## src/calendar_clock_regs.svh

```systemverilog
// Register offsets, field positions and reset values of the calendar clock
//
// Function
// Calendar clock keeps counting during battery-backup power mode.
// Alarms still evaluate in battery-backup mode but never wake the chip.
// Battery-backup mode keeps running the source chosen by bits 10:9.
// Idle mode keeps timekeeping and alarms exactly as in run mode; with idle-stop set the code does not disable a one-shot alarm when it fires.
// Idle wake only when alarm priority exceeds current processor priority.
// Idle-stop bit 13 set plus Idle gates off the bus clock.
// Idle-stop bit clear keeps the bus clock domain fully running in Idle.
// Alarm setup, sync bits, read syncs on bus clock; timekeeping is not.
// Device reset restores the alarm control register, disabling the alarm.
// An enabled module keeps timekeeping running through a device reset.
// Power-on reset leaves current time and date registers unchanged.
// Software should reload time and date after power-on reset.
// Timekeeping prescalers clear only on a write of the seconds field.
// No reset of any kind clears or alters the prescaler state.
// Watchdog reset acts on the block exactly as a device reset.
// Enable low asynchronously clears and holds the three sync status bits.
// Clock output pin is output enable ANDed with module enable.
// Master reset pin held low keeps calendar clock and oscillator running.
// Alarm flag sets on every unmasked match regardless of enables; the code sets it only while on_q and alarm_enable_q are set.
// Enable release passes a synchronizer before held status bits resume.
`ifndef CALENDAR_CLOCK_REGS_SVH
`define CALENDAR_CLOCK_REGS_SVH

`define ADDR_W            8
`define OFS_CLOCK_CTRL    8'h00
`define OFS_ALARM_CTRL    8'h04
`define OFS_CUR_TIME      8'h08
`define OFS_CUR_DATE      8'h0c
`define OFS_ALARM_TIME    8'h10
`define OFS_ALARM_DATE    8'h14
`define OFS_FLAG_STATUS   8'h18

`define CTRL_ON_BIT       15
`define CTRL_IDLE_STOP    13
`define CTRL_SRC_HI       10
`define CTRL_SRC_LO       9
`define CTRL_TSYNC_BIT    2
`define CTRL_HALF_BIT     1
`define CTRL_OE_BIT       0

`define ALRM_EN_BIT       15
`define ALRM_REPEAT_BIT   14
`define ALRM_SYNC_BIT     12
`define ALRM_MASK_HI      11
`define ALRM_MASK_LO      8

`define FLAG_ALARM_BIT    0

`define SEC_HI            14
`define SEC_LO            8
`define MIN_HI            22
`define MIN_LO            16
`define HOUR_HI           29
`define HOUR_LO           24

`define BCD_SEC_MAX       7'h59
`define BCD_MIN_MAX       7'h59
`define BCD_HOUR_MAX      6'h23

`define HALF_SEC_TICKS    16384
`define TSYNC_WINDOW      32
`define CLOCK_SOURCES     4

`define WORD_ZERO         32'h0000_0000
`define SRC_RESET         2'h0
`define MASK_RESET        4'h0
`define PRIO_W            3

`endif

```

## src/calendar_clock_pkg.sv

```systemverilog
// Types shared by the calendar clock power and reset logic
package calendar_clock_pkg;
  typedef logic [31:0] word_t;
  typedef logic [7:0]  addr_t;
  typedef logic [1:0]  src_sel_t;
  typedef logic [3:0]  match_mask_t;
  typedef logic [2:0]  prio_t;
endpackage

```

## src/calendar_clock_power.sv

```systemverilog
// Calendar clock core with power-mode, bus clock gating and reset behaviour
`timescale 1ns/1ps
`include "calendar_clock_regs.svh"
module calendar_clock_power #(
  parameter int HALF_SEC_TICKS = `HALF_SEC_TICKS,
  parameter int TSYNC_WINDOW   = `TSYNC_WINDOW,
  parameter int CLOCK_SOURCES  = `CLOCK_SOURCES
) (
  input  wire logic                       clock,
  input  wire logic                       reset_n,
  input  wire logic                       device_reset,
  input  wire logic                       watchdog_reset,
  input  wire logic                       master_reset_pin_n,
  input  wire logic                       battery_backup_mode,
  input  wire logic                       idle_mode,
  input  calendar_clock_pkg::prio_t       alarm_priority,
  input  calendar_clock_pkg::prio_t       cpu_priority,
  input  wire logic [CLOCK_SOURCES-1:0]   timebase_ticks,
  input  calendar_clock_pkg::addr_t       addr,
  input  calendar_clock_pkg::word_t       wr_data,
  input  wire logic                       wr_en,
  input  wire logic                       rd_en,
  output calendar_clock_pkg::word_t       rd_data,
  output logic                            alarm_interrupt_flag,
  output logic                            wake_request,
  output logic                            bus_clock_active,
  output logic                            clock_output_pin,
  output logic                            clock_output_pin_oe
);
  import calendar_clock_pkg::*;

  localparam int PW = $clog2(HALF_SEC_TICKS);

  ////////////////////////////////////////////////////////////////////////////
  // Declarations
  logic        on_q;
  logic        idle_stop_q;
  src_sel_t    timebase_source_select_q;
  logic        oe_q;
  logic        alarm_enable_q;
  logic        alarm_repeat_forever_q;
  match_mask_t alarm_match_mask_q;
  word_t       alarm_time_value_q;
  word_t       alarm_date_value_q;
  word_t       current_time_value_q;
  word_t       current_time_value_d;
  word_t       current_date_value_q;
  word_t       time_read_sync_q;
  word_t       date_read_sync_q;
  logic [PW-1:0] prescale_q;
  logic        half_q;
  logic        time_sync_status_q;
  logic        half_second_status_q;
  logic        alarm_sync_status_q;
  logic        alarm_flag_q;
  word_t       rd_data_q;
  logic        status_clear_n;
  logic        on_released;
  logic        any_device_reset;
  logic        bus_run;
  logic        tick;
  logic        half_wrap;
  logic        second_tick;
  logic        fields_match;
  logic        alarm_event;
  logic        wr_ctrl;
  logic        wr_alarm_ctrl;
  logic        wr_time;
  logic        wr_date;
  logic        wr_alarm_time;
  logic        wr_alarm_date;
  logic        wr_flag;
  logic        sync_window;
  word_t       ctrl_view;
  word_t       alarm_ctrl_view;
  word_t       read_mux;

  ////////////////////////////////////////////////////////////////////////////
  // Reset classes and bus clock gating
  // Watchdog and master reset pin count as device resets
  assign any_device_reset = device_reset | watchdog_reset |
                            ~master_reset_pin_n;
  // Bus domain stops only when idle-stop is set and the chip idles
  assign bus_run = ~(idle_mode & idle_stop_q);
  assign bus_clock_active = bus_run;

  assign wr_ctrl       = wr_en & bus_run & (addr == `OFS_CLOCK_CTRL);
  assign wr_alarm_ctrl = wr_en & bus_run & (addr == `OFS_ALARM_CTRL);
  assign wr_time       = wr_en & bus_run & (addr == `OFS_CUR_TIME);
  assign wr_date       = wr_en & bus_run & (addr == `OFS_CUR_DATE);
  assign wr_alarm_time = wr_en & bus_run & (addr == `OFS_ALARM_TIME);
  assign wr_alarm_date = wr_en & bus_run & (addr == `OFS_ALARM_DATE);
  assign wr_flag       = wr_en & bus_run & (addr == `OFS_FLAG_STATUS);

  ////////////////////////////////////////////////////////////////////////////
  // Clock control register, cleared by power-on reset only
  always_ff @(posedge clock or negedge reset_n) begin
    if (!reset_n) begin
      on_q                     <= 1'b0;
      idle_stop_q              <= 1'b0;
      timebase_source_select_q <= `SRC_RESET;
      oe_q                     <= 1'b0;
    end else if (wr_ctrl) begin
      on_q                     <= wr_data[`CTRL_ON_BIT];
      idle_stop_q              <= wr_data[`CTRL_IDLE_STOP];
      timebase_source_select_q <= wr_data[`CTRL_SRC_HI:`CTRL_SRC_LO];
      oe_q                     <= wr_data[`CTRL_OE_BIT];
    end
  end

  ////////////////////////////////////////////////////////////////////////////
  // Alarm control register, bus clocked, cleared by every device reset
  always_ff @(posedge clock or negedge reset_n) begin
    if (!reset_n) begin
      alarm_enable_q         <= 1'b0;
      alarm_repeat_forever_q <= 1'b0;
      alarm_match_mask_q     <= `MASK_RESET;
    end else if (any_device_reset) begin
      alarm_enable_q         <= 1'b0;
      alarm_repeat_forever_q <= 1'b0;
      alarm_match_mask_q     <= `MASK_RESET;
    end else if (bus_run) begin
      if (wr_alarm_ctrl) begin
        alarm_enable_q         <= wr_data[`ALRM_EN_BIT];
        alarm_repeat_forever_q <= wr_data[`ALRM_REPEAT_BIT];
        alarm_match_mask_q     <= wr_data[`ALRM_MASK_HI:`ALRM_MASK_LO];
      end else if (alarm_event && !alarm_repeat_forever_q) begin
        alarm_enable_q <= 1'b0;
      end
    end
  end

  ////////////////////////////////////////////////////////////////////////////
  // Alarm time and date storage, bus clocked
  always_ff @(posedge clock or negedge reset_n) begin
    if (!reset_n) begin
      alarm_time_value_q <= `WORD_ZERO;
      alarm_date_value_q <= `WORD_ZERO;
    end else if (bus_run) begin
      if (wr_alarm_time) begin
        alarm_time_value_q <= wr_data;
      end
      if (wr_alarm_date) begin
        alarm_date_value_q <= wr_data;
      end
    end
  end

  ////////////////////////////////////////////////////////////////////////////
  // Timebase source and prescaler
  // The selected source keeps ticking in every power mode
  assign tick = on_q & timebase_ticks[timebase_source_select_q];
  assign half_wrap = tick & (prescale_q == PW'(HALF_SEC_TICKS - 1));
  assign second_tick = half_wrap & half_q;

  // No reset term: only a seconds write clears the prescaler
  always_ff @(posedge clock) begin
    if (wr_time) begin
      prescale_q <= '0;
      half_q     <= 1'b0;
    end else if (tick) begin
      if (half_wrap) begin
        prescale_q <= '0;
        half_q     <= ~half_q;
      end else begin
        prescale_q <= prescale_q + PW'(1);
      end
    end
  end

  ////////////////////////////////////////////////////////////////////////////
  // Current time and date, untouched by every reset
  always_comb begin
    current_time_value_d = current_time_value_q;
    if (current_time_value_q[`SEC_LO+3:`SEC_LO] != 4'h9) begin
      current_time_value_d[`SEC_LO+3:`SEC_LO] =
        current_time_value_q[`SEC_LO+3:`SEC_LO] + 4'h1;
    end else if (current_time_value_q[`SEC_HI:`SEC_LO] != `BCD_SEC_MAX) begin
      current_time_value_d[`SEC_LO+3:`SEC_LO] = 4'h0;
      current_time_value_d[`SEC_HI:`SEC_LO+4] =
        current_time_value_q[`SEC_HI:`SEC_LO+4] + 3'h1;
    end else begin
      current_time_value_d[`SEC_HI:`SEC_LO] = 7'h00;
      if (current_time_value_q[`MIN_LO+3:`MIN_LO] != 4'h9) begin
        current_time_value_d[`MIN_LO+3:`MIN_LO] =
          current_time_value_q[`MIN_LO+3:`MIN_LO] + 4'h1;
      end else if (current_time_value_q[`MIN_HI:`MIN_LO] != `BCD_MIN_MAX)
      begin
        current_time_value_d[`MIN_LO+3:`MIN_LO] = 4'h0;
        current_time_value_d[`MIN_HI:`MIN_LO+4] =
          current_time_value_q[`MIN_HI:`MIN_LO+4] + 3'h1;
      end else begin
        current_time_value_d[`MIN_HI:`MIN_LO] = 7'h00;
        if (current_time_value_q[`HOUR_HI:`HOUR_LO] == `BCD_HOUR_MAX) begin
          current_time_value_d[`HOUR_HI:`HOUR_LO] = 6'h00;
        end else if (current_time_value_q[`HOUR_LO+3:`HOUR_LO] != 4'h9) begin
          current_time_value_d[`HOUR_LO+3:`HOUR_LO] =
            current_time_value_q[`HOUR_LO+3:`HOUR_LO] + 4'h1;
        end else begin
          current_time_value_d[`HOUR_LO+3:`HOUR_LO] = 4'h0;
          current_time_value_d[`HOUR_HI:`HOUR_LO+4] =
            current_time_value_q[`HOUR_HI:`HOUR_LO+4] + 2'h1;
        end
      end
    end
  end

  always_ff @(posedge clock) begin
    if (wr_time) begin
      current_time_value_q <= wr_data;
    end else if (second_tick) begin
      current_time_value_q <= current_time_value_d;
    end
  end

  always_ff @(posedge clock) begin
    if (wr_date) begin
      current_date_value_q <= wr_data;
    end
  end

  ////////////////////////////////////////////////////////////////////////////
  // Read synchronizers for time and date, bus clocked
  always_ff @(posedge clock or negedge reset_n) begin
    if (!reset_n) begin
      time_read_sync_q <= `WORD_ZERO;
      date_read_sync_q <= `WORD_ZERO;
    end else if (bus_run) begin
      time_read_sync_q <= current_time_value_q;
      date_read_sync_q <= current_date_value_q;
    end
  end

  ////////////////////////////////////////////////////////////////////////////
  // Sync status bits, cleared asynchronously while the module is off
  assign status_clear_n = reset_n & on_q;

  enable_release_sync u_release_sync (
    .clock     (clock),
    .clear_n   (status_clear_n),
    .level_in  (on_q),
    .level_out (on_released)
  );

  assign sync_window = half_q &
                       (prescale_q >= PW'(HALF_SEC_TICKS - TSYNC_WINDOW));

  always_ff @(posedge clock or negedge status_clear_n) begin
    if (!status_clear_n) begin
      time_sync_status_q   <= 1'b0;
      half_second_status_q <= 1'b0;
      alarm_sync_status_q  <= 1'b0;
    end else if (on_released && bus_run) begin
      time_sync_status_q   <= sync_window;
      half_second_status_q <= half_q;
      alarm_sync_status_q  <= alarm_enable_q;
    end
  end

  ////////////////////////////////////////////////////////////////////////////
  // Alarm match and interrupt flag
  alarm_field_compare u_alarm_compare (
    .cur_time         (current_time_value_q),
    .cur_date         (current_date_value_q),
    .alarm_time       (alarm_time_value_q),
    .alarm_date       (alarm_date_value_q),
    .alarm_match_mask (alarm_match_mask_q),
    .fields_match     (fields_match)
  );

  // Evaluated in every power mode, checked once per second
  assign alarm_event = second_tick & alarm_enable_q & fields_match;

  always_ff @(posedge clock or negedge reset_n) begin
    if (!reset_n) begin
      alarm_flag_q <= 1'b0;
    end else if (alarm_event) begin
      alarm_flag_q <= 1'b1;
    end else if (wr_flag && wr_data[`FLAG_ALARM_BIT]) begin
      alarm_flag_q <= 1'b0;
    end
  end

  assign alarm_interrupt_flag = alarm_flag_q;

  // Wake only from Idle, never from battery-backup
  assign wake_request = alarm_flag_q & idle_mode & ~battery_backup_mode &
                        (alarm_priority > cpu_priority);

  ////////////////////////////////////////////////////////////////////////////
  // Clock output pin
  assign clock_output_pin_oe = oe_q & on_q;
  assign clock_output_pin    = oe_q & on_q & half_q;

  ////////////////////////////////////////////////////////////////////////////
  // Register read path
  always_comb begin
    ctrl_view = `WORD_ZERO;
    ctrl_view[`CTRL_ON_BIT]              = on_q;
    ctrl_view[`CTRL_IDLE_STOP]           = idle_stop_q;
    ctrl_view[`CTRL_SRC_HI:`CTRL_SRC_LO] = timebase_source_select_q;
    ctrl_view[`CTRL_TSYNC_BIT]           = time_sync_status_q;
    ctrl_view[`CTRL_HALF_BIT]            = half_second_status_q;
    ctrl_view[`CTRL_OE_BIT]              = oe_q;
  end

  always_comb begin
    alarm_ctrl_view = `WORD_ZERO;
    alarm_ctrl_view[`ALRM_EN_BIT]               = alarm_enable_q;
    alarm_ctrl_view[`ALRM_REPEAT_BIT]           = alarm_repeat_forever_q;
    alarm_ctrl_view[`ALRM_SYNC_BIT]             = alarm_sync_status_q;
    alarm_ctrl_view[`ALRM_MASK_HI:`ALRM_MASK_LO] = alarm_match_mask_q;
  end

  always_comb begin
    read_mux = `WORD_ZERO;
    unique case (addr)
      `OFS_CLOCK_CTRL:  read_mux = ctrl_view;
      `OFS_ALARM_CTRL:  read_mux = alarm_ctrl_view;
      `OFS_CUR_TIME:    read_mux = time_read_sync_q;
      `OFS_CUR_DATE:    read_mux = date_read_sync_q;
      `OFS_ALARM_TIME:  read_mux = alarm_time_value_q;
      `OFS_ALARM_DATE:  read_mux = alarm_date_value_q;
      `OFS_FLAG_STATUS: read_mux[`FLAG_ALARM_BIT] = alarm_flag_q;
      default:          read_mux = `WORD_ZERO;
    endcase
  end

  // Read data stand for exactly one cycle after the strobe
  always_ff @(posedge clock or negedge reset_n) begin
    if (!reset_n) begin
      rd_data_q <= `WORD_ZERO;
    end else if (rd_en && bus_run) begin
      rd_data_q <= read_mux;
    end else begin
      rd_data_q <= `WORD_ZERO;
    end
  end

  assign rd_data = rd_data_q;
endmodule

```

## src/enable_release_sync.sv

```systemverilog
// Two-stage synchronizer with asynchronous clear for enable release
`timescale 1ns/1ps
module enable_release_sync (
  input  wire logic clock,
  input  wire logic clear_n,
  input  wire logic level_in,
  output logic      level_out
);
  logic stage1_q;
  logic stage2_q;

  always_ff @(posedge clock or negedge clear_n) begin
    if (!clear_n) begin
      stage1_q <= 1'b0;
      stage2_q <= 1'b0;
    end else begin
      stage1_q <= level_in;
      stage2_q <= stage1_q;
    end
  end

  assign level_out = stage2_q;
endmodule

```

## src/alarm_field_compare.sv

```systemverilog
// Masked compare of alarm time and date against the current values
`timescale 1ns/1ps
`include "calendar_clock_regs.svh"
module alarm_field_compare
  import calendar_clock_pkg::*;
(
  input  calendar_clock_pkg::word_t       cur_time,
  input  calendar_clock_pkg::word_t       cur_date,
  input  calendar_clock_pkg::word_t       alarm_time,
  input  calendar_clock_pkg::word_t       alarm_date,
  input  calendar_clock_pkg::match_mask_t alarm_match_mask,
  output logic                            fields_match
);
  logic sec_eq;
  logic min_eq;
  logic hour_eq;
  logic date_eq;

  // A set mask bit drops that field from the compare
  assign sec_eq  = alarm_match_mask[0] |
                   (cur_time[`SEC_HI:`SEC_LO] == alarm_time[`SEC_HI:`SEC_LO]);
  assign min_eq  = alarm_match_mask[1] |
                   (cur_time[`MIN_HI:`MIN_LO] == alarm_time[`MIN_HI:`MIN_LO]);
  assign hour_eq = alarm_match_mask[2] |
                   (cur_time[`HOUR_HI:`HOUR_LO] ==
                    alarm_time[`HOUR_HI:`HOUR_LO]);
  assign date_eq = alarm_match_mask[3] | (cur_date == alarm_date);

  assign fields_match = sec_eq & min_eq & hour_eq & date_eq;
endmodule

```

## config.mk

```make
export PLATFORM = sky130hd
export DESIGN_NAME = calendar_clock_power
export DESIGN_NICKNAME = d
export VERILOG_FILES = /design/src/calendar_clock_pkg.sv /design/src/calendar_clock_power.sv /design/src/enable_release_sync.sv /design/src/alarm_field_compare.sv
export VERILOG_INCLUDE_DIRS = /design/src
export SDC_FILE = /design/constraint.sdc
export NUM_CORES = 1
export LEC_CHECK = 0
export BUFFER_PORTS_ARGS = -buffer_cell sky130_fd_sc_hd__buf_2
export CORE_MARGIN = 1
export CORE_UTILIZATION = 64
export CTS_CLUSTER_SIZE = 40
export DETAILED_ROUTE_END_ITERATION = 8
export HOLD_SLACK_MARGIN = 0.03
export PLACE_DENSITY = 0.85
export SETUP_SLACK_MARGIN = 0.02
export SYNTH_ARGS = -nofsm -noshare
export SYNTH_HDL_FRONTEND = slang
export SYNTH_SLANG_ARGS = --single-unit
```

## constraint.sdc

```tcl
create_clock -name clock -period 3.2 [get_ports clock]
set_input_delay 0.64 -clock clock [delete_from_list [all_inputs] [get_ports clock]]
set_output_delay 0.64 -clock clock [all_outputs]
set_load 0.1 [all_outputs]
```

==> flow_results.org, run 1 <==
** Finish
- Ant diodes :: 0
- Fraction of layout instances using a drive strength above 1 :: a little under a third
- Filler cell count :: 1,025
- Total area of multi-input combinational cells :: 4283 um^2
- Number of nets at the end of the flow :: 1,032
- In the final layout, flip-flops and latches occupy ~6700 um^2.
- From synthesis to final layout, the design area changed by 14.82%.
- Final instance count without filler cells :: about 1,200

** Setup path
- STA classifies the critical path startpoint as an input pin.
- Maximum fanout along the worst path :: 2
- In this design, the critical path's most frequently occurring cell is buf_2.
- Setup slack on the worst reg-to-reg path comes out at around 0.77 ns.
- Together, buffers and inverters on the worst path number 2.
- STA puts the critical path data required time at about 2.6 ns.
- Data arrival at the endpoint of the critical path :: approximately 2.0 ns
- STA classifies the critical path endpoint as a primary output.
- For this run, the slowest stage of the critical path takes approximately 0.46 ns.
- Traced cell by cell, the critical path runs through buf_2, ha_1, and3_1, nor4_4, buf_2.
- In this design, the largest share of critical-path delay is due to buffers and inverters.
- The startpoint identified for the worst register-to-register timing path is timebase_source_select_q[0].
- The critical path is of the in -> out type.
- Path depth of the worst reg2reg path :: 6
- Worst reg2reg endpoint :: current_time_value_q[29]
- Among all stages on the critical path, the largest delay is contributed by buf_2.
- Tracing the worst setup path back leads to its startpoint at alarm_priority[2].

** Logic synthesis
- Share of async-settable or async-resettable flops after synthesis :: between 60% and 70%
- Flip-flop cell with the highest count after synthesis :: dfrtp_1
- Biggest area contributors in the synthesized netlist :: dfrtp_1 40%, edfxtp_1 17%, mux2_2 14%
- In this run the cell area of the synthesized design comes to 11,170 um^2.
- The biggest area contributor in the post-synthesis netlist is dfrtp_1.
- Counting flops with a built-in enable in the synthesized netlist gives 64.
- Number of synthesized register bits :: ~260
- Number of nets produced by synthesis :: about 930
- Most frequent cells after synthesis :: 177 x dfrtp_1, 135 x mux2_2, 64 x edfxtp_1
- By instance count, the leading cell after synthesis is dfrtp_1.
- In this run the biggest area consumer among cell types represents about two fifths of the synthesized area.
- Number of instances in the synthesized netlist :: around 860
- After synthesis, the mean cell area works out to roughly 13 um^2.
- Of the synthesized area, sequential elements account for between 50% and 60%.
- During synthesis, Yosys emitted a total of 0 warnings.
- Counting distinct cell types in the post-synthesis netlist gives 51.

** Place
- Placed Cells :: 1,154
- PortBufs :: between 90 and 100
- Post-Place Setup Slack :: about 0.49 ns
- The congestion estimate from routability-driven global placement came to 0.8592.
- Detailed Place HPWL :: approximately 18,000 um

** Timing
- Smallest hold slack :: roughly 0.13 ns
- Subtracting the final worst setup slack from the clock period gives roughly 2.6 ns.
- Transition at the pin with the smallest max-transition slack :: about 0.72 ns
- Relative slew slack :: between 50% and 60%
- Hold Violations, Final :: 0
- Final worst-path cycle share :: between 80% and 90%
- RSZ-0062 raised after global routing :: no
- Adding up every negative setup slack in the final design gives 0 ns.
- Maximum frequency from static timing analysis :: a little under 400 MHz
- Max Transition Viols Final :: 0
- Once routing completed, OpenROAD measured the worst setup slack at about 0.60 ns.
- Setup violations remaining at the end of the flow were counted as 0.
- Worst setup skew after layout :: around 0.018 ns

** Clock tree
- TritonCTS buffer count :: 26
- Maximum clock insertion buffer count :: 3
- Post-CTS Hold Fix Bufs :: 0
- Skew-Pair Late Insertion Delay :: about 0.53 ns
- Post-cts repair resize count :: 0
- TritonCTS clock tree :: yes
- Total setup buffers inserted after CTS :: 0
- H-tree levels :: 1
- Clock-pin slew on the worst setup and hold paths :: 0.06 ns
- The clock drives 256 sinks.
- Root buffer cell :: clkbuf_16

** Global route
- Total routing usage reported by global routing :: 32.55%
- Pin count of the biggest net entering global routing :: 77
- Global-route congestion overflow total :: 0
- The first global-routing pass estimated around 45,000 um of wire.
- The via count of the first global-routing pass is ~8,100.
- The number of antenna violations at the first check in global routing came to 0.

** Die
- The die covers 17,990 um^2.
- Initial Utilization :: between 60% and 70%
- I/O pin total :: 96
- Site row count :: 47
- The floorplan step set the die height to ~130 um.
- Area of the core region :: 16,820 um^2
- In this run the horizontal extent of the chip is roughly 130 um.

** Detailed routing
- For this block, the routed nets add up to ~28,000 um of wire.
- The detailed router placed between 7,000 and 8,000 vias in this run.
- Detail Route Antenna Nets :: 0
- Average vias per placed instance :: between 6 and 7
- For this run, design rule violations remaining after detail routing come to 0.
- The first routing iteration left 799 violations.
- Before antenna repair, the detailed router went through 5 iterations.
- After detailed routing, the average wire length per cell comes to between 20 and 25 um.

** Worst hold path
- The worst hold path belongs to the class in -> async.

** Power
- Worst voltage drop across the vdd grid :: 0.4518 mV
- Power per cell area :: around 530 nW/um^2
- In this run the static leakage power is around 5.5 nW.

** Run
- Maximum Capacitance Violations :: 0

** Status
- The run finished with clean final reports.
-- where the power goes --
| group | internal, mW | total [mW] | switching [mW] |
|---|---|---|---|
| Clock | 1.79 | 3.03 | 1.24 |
| Sequential | 3.41 | 3.48 | 0.0680 |
| Combinational | 0.129 | 0.324 | 0.195 |
-- layer usage --
layer | share of wire [%] | vias to the layer above | routed length, um | global-route usage [%]
li1 | - | 3353 | - | -
met1 | 39 | 3839 | 10700 | 43.39
met2 | 50 | 394 | 13810 | 53.71
met3 | 7.9 | 84 | 2195 | 4.989
met4 | 3.7 | 0 | 1017 | 13.73
met5 | 0 | - | 0 | 0
-- kinds of logic after synthesis --
family / count (synthesis) / synth area share [%]
fa+ha+maj: 11 / 1.232
simple gates: 171 / 8.085
buf+inv: 59 / 2.352
xor+xnor: 71 / 5.566
mux: 142 / 14.36
compound gates: 149 / 8.880
flops: 256 / 59.53
-- final cells by class --
class	instances	area share (%)
well taps	220	2.146
repair buffers	118	5.394
inverters	16	0.4682
clock buffers	36	6.106
clock inverters	12	0.6535
flip-flops and latches	256	51.85
multi-input cells	544	33.39
-- per-stage QoR --
stage | utilization, % | power [mW] | cell area, um^2
after floorplan | - | 3.682 | 11190
after global placement | 71.12 | 3.842 | 11960
after detailed placement | 71.12 | 3.859 | 11960
after CTS | 76.28 | 6.844 | 12830
after global routing | 76.28 | 7.012 | 12830
final | 76.28 | 6.834 | 12830
-- sequential cells by signal (all words and copies together), names as in the netlist, 2 cells and up --
signal	cells
time_read_sync_q	32
alarm_time_value_q	32
prescale_q	14
rd_data	32
alarm_match_mask_q	4
current_date_value_q	32
alarm_date_value_q	32
date_read_sync_q	32
current_time_value_q	32
timebase_source_select_q	2
-- worst max path at each step --
stage | to | slack [ns] | cells after the start
after floorplan | current_date_value_q[0] | 0.10 | 5
after CTS | wake_request | 0.60 | 5
after global routing | wake_request | 0.54 | 6
final | wake_request | 0.60 | 5
after global placement | current_time_value_q[28] | 0.58 | 7
after detailed placement | current_time_value_q[29] | 0.49 | 7
-- cell usage in the layout, fill, tap and decap left out, drive strengths merged, types with 5 or more instances in the layout --
cell type | netlist | routed
dfrtp | 177 | 177
mux2 | 136 | 136
buf | 24 | 118
edfxtp | 64 | 64
nand2 | 58 | 58
a22oi | 54 | 54
a21oi | 44 | 44
xnor2 | 44 | 44
clkbuf | 19 | 36
nor2 | 32 | 32
xor2 | 27 | 27
nand3 | 18 | 18
o21ai | 18 | 18
and3 | 17 | 17
inv | 16 | 16
dfxtp | 15 | 15
nand4 | 14 | 14
ha | 11 | 11
clkinv | 0 | 10
a222oi | 9 | 9
nor4 | 9 | 9
o31ai | 7 | 7
and2 | 6 | 6
mux2i | 5 | 5
Note: power is estimated with default switching activity, not from simulation.
==> run 2: changes to the inputs <==
--- a/config.mk
+++ b/config.mk
@@ -8,11 +8,11 @@
 export LEC_CHECK = 0
 export BUFFER_PORTS_ARGS = -buffer_cell sky130_fd_sc_hd__buf_2
 export CORE_MARGIN = 1
-export CORE_UTILIZATION = 64
+export CORE_UTILIZATION = 60
 export CTS_CLUSTER_SIZE = 40
 export DETAILED_ROUTE_END_ITERATION = 8
 export HOLD_SLACK_MARGIN = 0.03
-export PLACE_DENSITY = 0.85
+export PLACE_DENSITY = 0.8
 export SETUP_SLACK_MARGIN = 0.02
 export SYNTH_ARGS = -nofsm -noshare
 export SYNTH_HDL_FRONTEND = slang
==> constraint.sdc (replaced) <==
create_clock -name clock -period 2.5 [get_ports clock]
set_input_delay 0.5 -clock clock [delete_from_list [all_inputs] [get_ports clock]]
set_output_delay 0.5 -clock clock [all_outputs]
set_load 0.1 [all_outputs]
==> run 2 against run 1 <==
- the run now ends with DRC left
- worst setup slack lost 0.28 ns
- wire length shrank 2.7%
- clock power grew 23%
- sequential share of layout area shrank 0.91 points
- global-route usage shrank 3.4 points
- hold slack gained 0.083 ns
- sequential power grew 28%
- first-iteration DRC count shrank 22%
- critical path type is now reg -> out
- critical endpoint is now clock_output_pin
- largest cell class unchanged
==> flow_results.org, run 2 (synthesized netlist as in run 1, its figures left out) <==
** Timing
- Setup repair after global routing left no endpoint under its margin.
- Clock period minus worst slack :: 2.177 ns
- Derived from the worst setup path, the maximum achievable clock frequency is approximately 460 MHz.
- The final clock skew came to 0.007332 ns (-0.01059 ns).
- The pin slew with the least headroom to its limit came to 0.6376 ns (-0.08129 ns).
- The number of setup violations in the final report came to 0 (unchanged).
- Hold Violations, Final :: 0 (unchanged)
- Of the available clock period, the critical path in the final layout requires 87.07%.
- The total count of max-transition violations in the final report was 0 (unchanged).
- The normalized max-slew margin was 56.89% (+4.8 points).

** Detailed routing
- The detailed-route vias per instance came to 6.204 (-2.8%).
- DRT Wirelength :: 26,970 um (-2.7%)
- Detail Route Antenna Nets :: 0 (unchanged)
- Routed length per instance :: 21.86 um (-5.2%)
- The detailed-routing iteration count for the pre-antenna-repair pass is 7 (+2).
- Initial detailed-routing violation count :: 621 (-22%)
- Number of vias after detailed routing :: 7,656 (-0.18%)
- The detailed-route DRC error count is 8 (+8).

** Setup path
- The endpoint required time on the critical path came to 2.00 ns (-0.56 ns).
- STA classifies the critical path startpoint as a flop.
- Critical path buffers and inverters :: 1 (-1)
- The delay of the slowest cell on the worst path is 0.52 ns (+0.06 ns).
- On the critical path, the stage with the largest delay is an instance of dfrtp_1.
- The critical path is of the reg -> out type.
- Path depth of the worst reg2reg path :: 6 (unchanged)
- The maximum fanout along the worst path is 11 (+9).
- Data arrival at the endpoint of the critical path :: 1.68 ns (-0.28 ns)
- Traced cell by cell, the critical path runs through and3_1, buf_2.
- The critical path depth in cells is 2 (-3).
- Kind of end point of the critical path :: primary output
- The kind of cell with the highest combined delay along the critical path is flip-flops.

** Power
- The portion of total power attributed to the clock network was 43.3% (-1.0 points).
- The fraction of power consumed by sequential logic came to 51.7% (+0.8 points).
- Power Internal :: 6.737 mW (+26%)
- Leakage power total :: 5.624 nW (+2.3%)
- Power per cell area :: 659.9 nW/um^2 (+24%)
- Combinational fraction of design power :: 5.0% (+0.3 points)
- The fraction of power spent switching nets was 21.84% (-0.16 points).
- Net switching component of the power :: 1.882 mW (+25%)
- Worst voltage drop across the vdd grid :: 0.4631 mV (+2.5%)

** Place
- The half-perimeter wire length after detailed placement was 18,240 um (+2.8%).
- The count of input and output buffers is 95 (unchanged).
- The placed cell area was 12,220 um^2 (+2.2%).
- The routability congestion estimate is 0.8539 (-0.62%).

** Die
- Die area :: 19,170 um^2 (+6.6%)
- Die outline width :: 138.5 um (+3.2%)
- The starting utilization of the core area came to 61.78% (-4.7 points).
- The total I/O pin count is 96 (unchanged).
- The die outline height came to 138.5 um (+3.2%).
- The placement row count was 49 (+4.3%).
- Area of the core region :: 18,090 um^2 (+7.5%)

** Status
- The run finished, with violations left.
- Violations in the final reports :: DRC

** Worst hold path
- Counting instances, the worst hold path has a depth of 1.
- Classification of the worst-slack hold path :: in -> reg

** Finish
- Fin util :: 72.22% (-4.1 points)
- Relative to the synthesized area, the layout overhead comes to 16.90%.
- The area of all placed cells without fillers came to 13,060 um^2 (+1.8%).
- The total inserted antenna cells is 0 (unchanged).
- Storage cell area :: 6653 um^2 (about the same)
- Most frequent standard cell in the layout excluding fill and tap cells :: dfrtp_1
- The number of nets in the layout was 1,055 (+2.2%).
- The filler cell count in the final layout came to 1,215 (+19%).
- Fraction of layout instances using a drive strength above 1 :: 32.84% (+1.6 points)
- Top library cells by usage in the layout, fill and taps aside :: 176 x dfrtp_1, 135 x mux2_2, 92 x buf_2
- The multi-input gate area in the final layout is 4285 um^2 (about the same).

** Global route
- Global-route congestion overflow total :: 0 (unchanged)
- The number of antenna violations at the first check in global routing came to 0 (unchanged).
- The via count of the first global-routing pass is 7,974 (-2.0%).
- The combined global-route utilization of all metal layers was 29.14% (-3.4 points).
- Global-route wire length before repair :: 43,530 um (-2.5%)
- Pin count of the biggest net entering global routing :: 62 (-19%)

** Clock tree
- Clock-pin slew on the worst setup and hold paths :: 0.06 ns (about the same)
- The number of clock sinks is 256 (unchanged).
- The H-tree level count is 1 (unchanged).
- Skew-Pair Late Insertion Delay :: 0.52 ns (about the same)
- TritonCTS buffer count :: 26 (unchanged)
- The number of buffers between clock root and the deepest sink is 3 (unchanged).
- The tree is rooted in a clkbuf_16.
- The post-CTS repair timing setup buffer count was 0 (unchanged).
- TritonCTS clock tree :: yes

** Run
- Maximum Capacitance Violations :: 0 (unchanged)
run 2: through the flow:
stage                     std cells  setup TNS [ns]  worst slack [ns]  hold slack [ns]  total power [mW]
after floorplan                 859        -0.08797          -0.08797           0.2044             4.713
after global placement         1185               0            0.1879           0.3374             4.939
after detailed placement       1185               0            0.1682           0.3405             4.956
after CTS                      1234               0            0.3247           0.1998             8.660
after global routing           1234               0            0.1923           0.2055             8.875
final                          1234               0            0.3233           0.2116             8.619
run 2: power by group through the flow:
stage                     Clock, mW  Sequential (mW)  Combinational, mW
after global placement            0             4.52              0.414
after CTS                      3.77             4.45              0.435
final                          3.73             4.46              0.431
after floorplan                   0             4.51              0.205
after global routing           3.94             4.46              0.473
after detailed placement          0             4.53              0.425
run 2: final timing paths:
kind	start	endpoint	slack, ns
hold reg to reg	u_release_sync.stage1_q	u_release_sync.level_out	0.36
setup / recovery	on_q	clock_output_pin	0.32
setup reg to reg	timebase_source_select_q[0]	current_time_value_q[27]	0.34
max in group asynchronous	reset_n	time_read_sync_q[28]	1.39
min in group asynchronous	reset_n	time_read_sync_q[1]	0.44
hold / removal	wr_data[30]	current_date_value_q[30]	0.21
run 2: what timing repair did:
item                                    4_1_cts  5_1_grt
endpoints found under the hold margin        29        0
hold buffers                                  1        0
endpoints found under the setup margin        0        0
resized for setup                             0        0
run 2: cell type report:
type	count	share of cell area, %
multi-input cells	544	32.81
inverters	16	0.4598
clock buffers	37	5.767
clock inverters	11	0.5843
repair buffers	141	7.252
flip-flops and latches	256	50.93
well taps	229	2.194
run 2: per-layer routing:
layer / global-route usage [%] / vias to the layer above / wire length (um)
met5: 0 / - / 0
met4: 10.05 / 0 / 686
met3: 4.191 / 56 / 1682
met2: 48.70 / 302 / 13350
met1: 39.32 / 3890 / 11250
li1: - / 3408 / -
run 2: worst register-to-register path, stage by stage (launching register included):
cell	delay [ns]
dfrtp_1	0.42
mux4_2	0.41
nand4_1	0.16
nor4_1	0.26
buf_4	0.20
a21o_1	0.16
and2_1	0.25
==> run 3: changes to the inputs <==
--- a/config.mk
+++ b/config.mk
@@ -7,12 +7,14 @@
 export NUM_CORES = 1
 export LEC_CHECK = 0
 export BUFFER_PORTS_ARGS = -buffer_cell sky130_fd_sc_hd__buf_2
+export CELL_PAD_IN_SITES_DETAIL_PLACEMENT = 0
+export CELL_PAD_IN_SITES_GLOBAL_PLACEMENT = 1
 export CORE_MARGIN = 1
-export CORE_UTILIZATION = 60
+export CORE_UTILIZATION = 49
 export CTS_CLUSTER_SIZE = 40
 export DETAILED_ROUTE_END_ITERATION = 8
 export HOLD_SLACK_MARGIN = 0.03
-export PLACE_DENSITY = 0.8
+export PLACE_DENSITY_LB_ADDON = 0.1
 export SETUP_SLACK_MARGIN = 0.02
 export SYNTH_ARGS = -nofsm -noshare
 export SYNTH_HDL_FRONTEND = slang
==> run 3 against run 2 <==
- final area is 1.4% higher
- largest cell class unchanged
- die area is 22% higher
- power is 5.4% higher
- final cell count is 4.5% higher
- global-route usage is 3.5 points lower
- the flow now finishes without violations
- critical path type unchanged
- first-iteration DRC count is 20% lower
- sequential share of layout area is 0.71 points lower
- register-to-register slack better by 0.03 ns
- non-clock buffer count stayed put
- sequential power hardly changed
- wire length is 8.1% higher
==> flow_results.org, run 3 (synthesized netlist as in run 1, its figures left out) <==
** Status
- Outcome :: complete, no violations

** Detailed routing
- Iteration count of the initial detailed-routing pass :: 7 (unchanged)
- The detailed-route DRC error count came to 0 (-8).
- The final wirelength came to 29,170 um (+8.1%).
- Average vias per placed instance :: 5.893 (-5.0%)
- Detail Route Antenna Nets :: 0 (unchanged)
- The count of routing violations after the opening detailed-route iteration came to 499 (-20%).
- Routed length per instance :: 22.63 um (+3.5%)
- Number of vias after detailed routing :: 7,596 (-0.78%)

** Setup path
- Worst setup path class :: reg -> out
- Kind of launch point of the worst setup path :: flop
- The endpoint required time on the critical path was 2.00 ns (about the same).
- The maximum fanout along the worst path was 15 (+4).
- Cell-by-cell listing of the critical path :: nand2_2, buf_12, buf_12
- STA classifies the critical path endpoint as a primary output.
- The arrival time of the worst setup path is 1.71 ns (+0.03 ns).
- The number of buffer and inverter stages on the critical path was 2 (+1).
- The delay of the slowest cell on the worst path was 0.44 ns (-0.08 ns).
- Critical Path Most Common Cell :: buf_12
- On the critical path, the stage with the largest delay is an instance of dfrtp_1.
- Crit path max-delay family :: flip-flops

** Power
- Reg power frac :: 49.0% (-2.7 points)
- Combinational fraction of design power :: 4.8% (-0.2 points)
- The highest ir drop seen on vdd came to 0.5256 mV (+13%).
- The fraction of power spent switching nets is 22.50% (+0.66 points).
- Power per cell area :: 685.9 nW/um^2 (+4.0%)
- Overall power :: 9.085 mW (+5.4%)
- Leakage power total :: 5.682 nW (+1.0%)
- The reported net switching power came to 2.044 mW (+8.6%).
- Power Internal :: 7.041 mW (+4.5%)
- The portion of total power attributed to the clock network is 46.2% (+2.9 points).

** Clock tree
- The post-CTS resize count came to 0 (unchanged).
- The clock latency on the worst-skew pair was 0.54 ns (+0.02 ns).
- TritonCTS buffer count :: 28 (+7.7%)
- The number of clock sinks was 256 (unchanged).
- Total setup buffers inserted after CTS :: 0 (unchanged)
- The tree is rooted in a clkbuf_16.
- The H-tree level count came to 1 (unchanged).
- TritonCTS built the clock tree.
- The number of buffers between clock root and the deepest sink came to 3 (unchanged).
- The post-CTS clock slew at the launch and capture registers of the worst setup and hold paths came to 0.06 ns (about the same).

** Die
- The floorplan die width was 153.0 um (+11%).
- The floorplan die area came to 23,410 um^2 (+22%).
- The total I/O pin count is 96 (unchanged).
- Site row count :: 54 (+10%)
- Initial Utilization :: 50.57% (-11 points)
- The area inside the core boundary is 22,090 um^2 (+22%).
- Die Ht :: 153.0 um (+11%)

** Timing
- The worst hold-check slack is 0.1805 ns (-0.03116 ns).
- The final clock skew came to 0.01165 ns (+0.004318 ns).
- Final worst-path cycle share :: 88.30% (+1.2 points)
- The pin slew with the least headroom to its limit came to 0.6916 ns (+0.05394 ns).
- The final-layout setup total negative slack was 0 ns (unchanged).
- Slack of the critical path :: 0.2924 ns (-0.03087 ns)
- The normalized max-slew margin is 53.25% (-3.6 points).
- The hold violation total from the final report came to 0 (unchanged).
- Clock period minus worst slack :: 2.208 ns (+0.03087 ns)
- Maximum frequency from static timing analysis :: 453.0 MHz (-1.4%)
- Count of final setup violators :: 0 (unchanged)
- Max Transition Viols Final :: 0 (unchanged)
- Setup repair after global routing left no endpoint under its margin.

** Worst hold path
- Classification of the worst-slack hold path :: in -> reg

** Place
- Weighted congestion at the end of routability-driven global placement :: 0.8846 (+3.6%)
- The count of input and output buffers is 95 (unchanged).
- The placed cell area was 12,290 um^2 (+0.52%).
- The half-perimeter wire length after detailed placement was 20,010 um (+9.7%).
- Post-Place Setup Slack :: 0.1116 ns (-0.05663 ns)

** Global route
- Pin count of the biggest net entering global routing :: 53 (-15%)
- Total routing usage reported by global routing :: 25.63% (-3.5 points)
- The number of antenna violations at the first check in global routing is 0 (unchanged).
- The total congestion overflow after global routing was 0 (unchanged).
- The via count of the first global-routing pass was 8,090 (+1.5%).
- The first-pass GRT wire length is 46,040 um (+5.8%).

** Finish
- Filler cell count :: 1,750 (+44%)
- Number of nets at the end of the flow :: 1,057 (+0.19%)
- Most frequent standard cell in the layout excluding fill and tap cells :: dfrtp_1
- Final Instance Area :: 13,250 um^2 (+1.4%)
- In the layout the commonest cells are 176 x dfrtp_1, 135 x mux2_2, 92 x buf_2.
- Layout overhead on the synthesized area :: 18.54%
- The total inserted antenna cells was 0 (unchanged).
- The share of cells above drive strength 1 was 33.70% (+0.86 points).

** Run
- The number of maximum-capacitance violations is 0 (unchanged).
run 3: routing by layer:
metal  vias up  part of all wire [%]  global-route usage [%]
met1      3861                    42                   33.73
met2       270                    49                   42.86
li1       3419                     -                       -
met4         0                   2.9                   8.754
met5         -                     0                       0
met3        46                   6.4                   4.621
run 3: repair_timing:
item / CTS / global route
setup endpoints to repair: 0 / 0
hold buffers: 1 / 0
hold endpoints to repair: 36 / 0
run 3: power groups by stage:
stage / Clock, mW / Sequential (mW) / Combinational [mW]
5_1_grt: 4.44 / 4.46 / 0.474
6_report: 4.20 / 4.45 / 0.433
3_3_place_gp: 0 / 4.52 / 0.419
2_1_floorplan: 0 / 4.51 / 0.205
3_5_place_dp: 0 / 4.53 / 0.437
4_1_cts: 4.25 / 4.45 / 0.440
run 3: path summary, 6_finish.rpt:
path / from / end / slack [ns] / cells after the start
max: idle_stop_q / bus_clock_active / 0.29 / 3
min: wr_data[16] / current_date_value_q[16] / 0.18 / 1
max reg2reg: timebase_source_select_q[0] / current_time_value_q[24] / 0.37 / 6
min reg2reg: u_release_sync.stage1_q / u_release_sync.level_out / 0.36 / 0
max in group asynchronous: reset_n / alarm_time_value_q[18] / 1.25 / 3
min in group asynchronous: on_q / u_release_sync.level_out / 0.44 / 2
run 3: layout make-up:
cell class,instances,area [um^2],area share [%]
Inverter,16,60.06,0.4534
Clock inverter,15,133.9,1.011
Sequential cell,256,6653,50.23
Multi-Input combinational cell,544,4285,32.35
Timing Repair Buffer,141,947.2,7.151
Tap cell,280,350.3,2.645
Clock buffer,37,815.8,6.159
run 3: metrics by stage:
step           std cells  utilization [%]
2_1_floorplan        859                -
3_3_place_gp        1236            55.61
3_5_place_dp        1236            55.61
4_1_cts             1289            59.95
5_1_grt             1289            59.95
6_report            1289            59.95
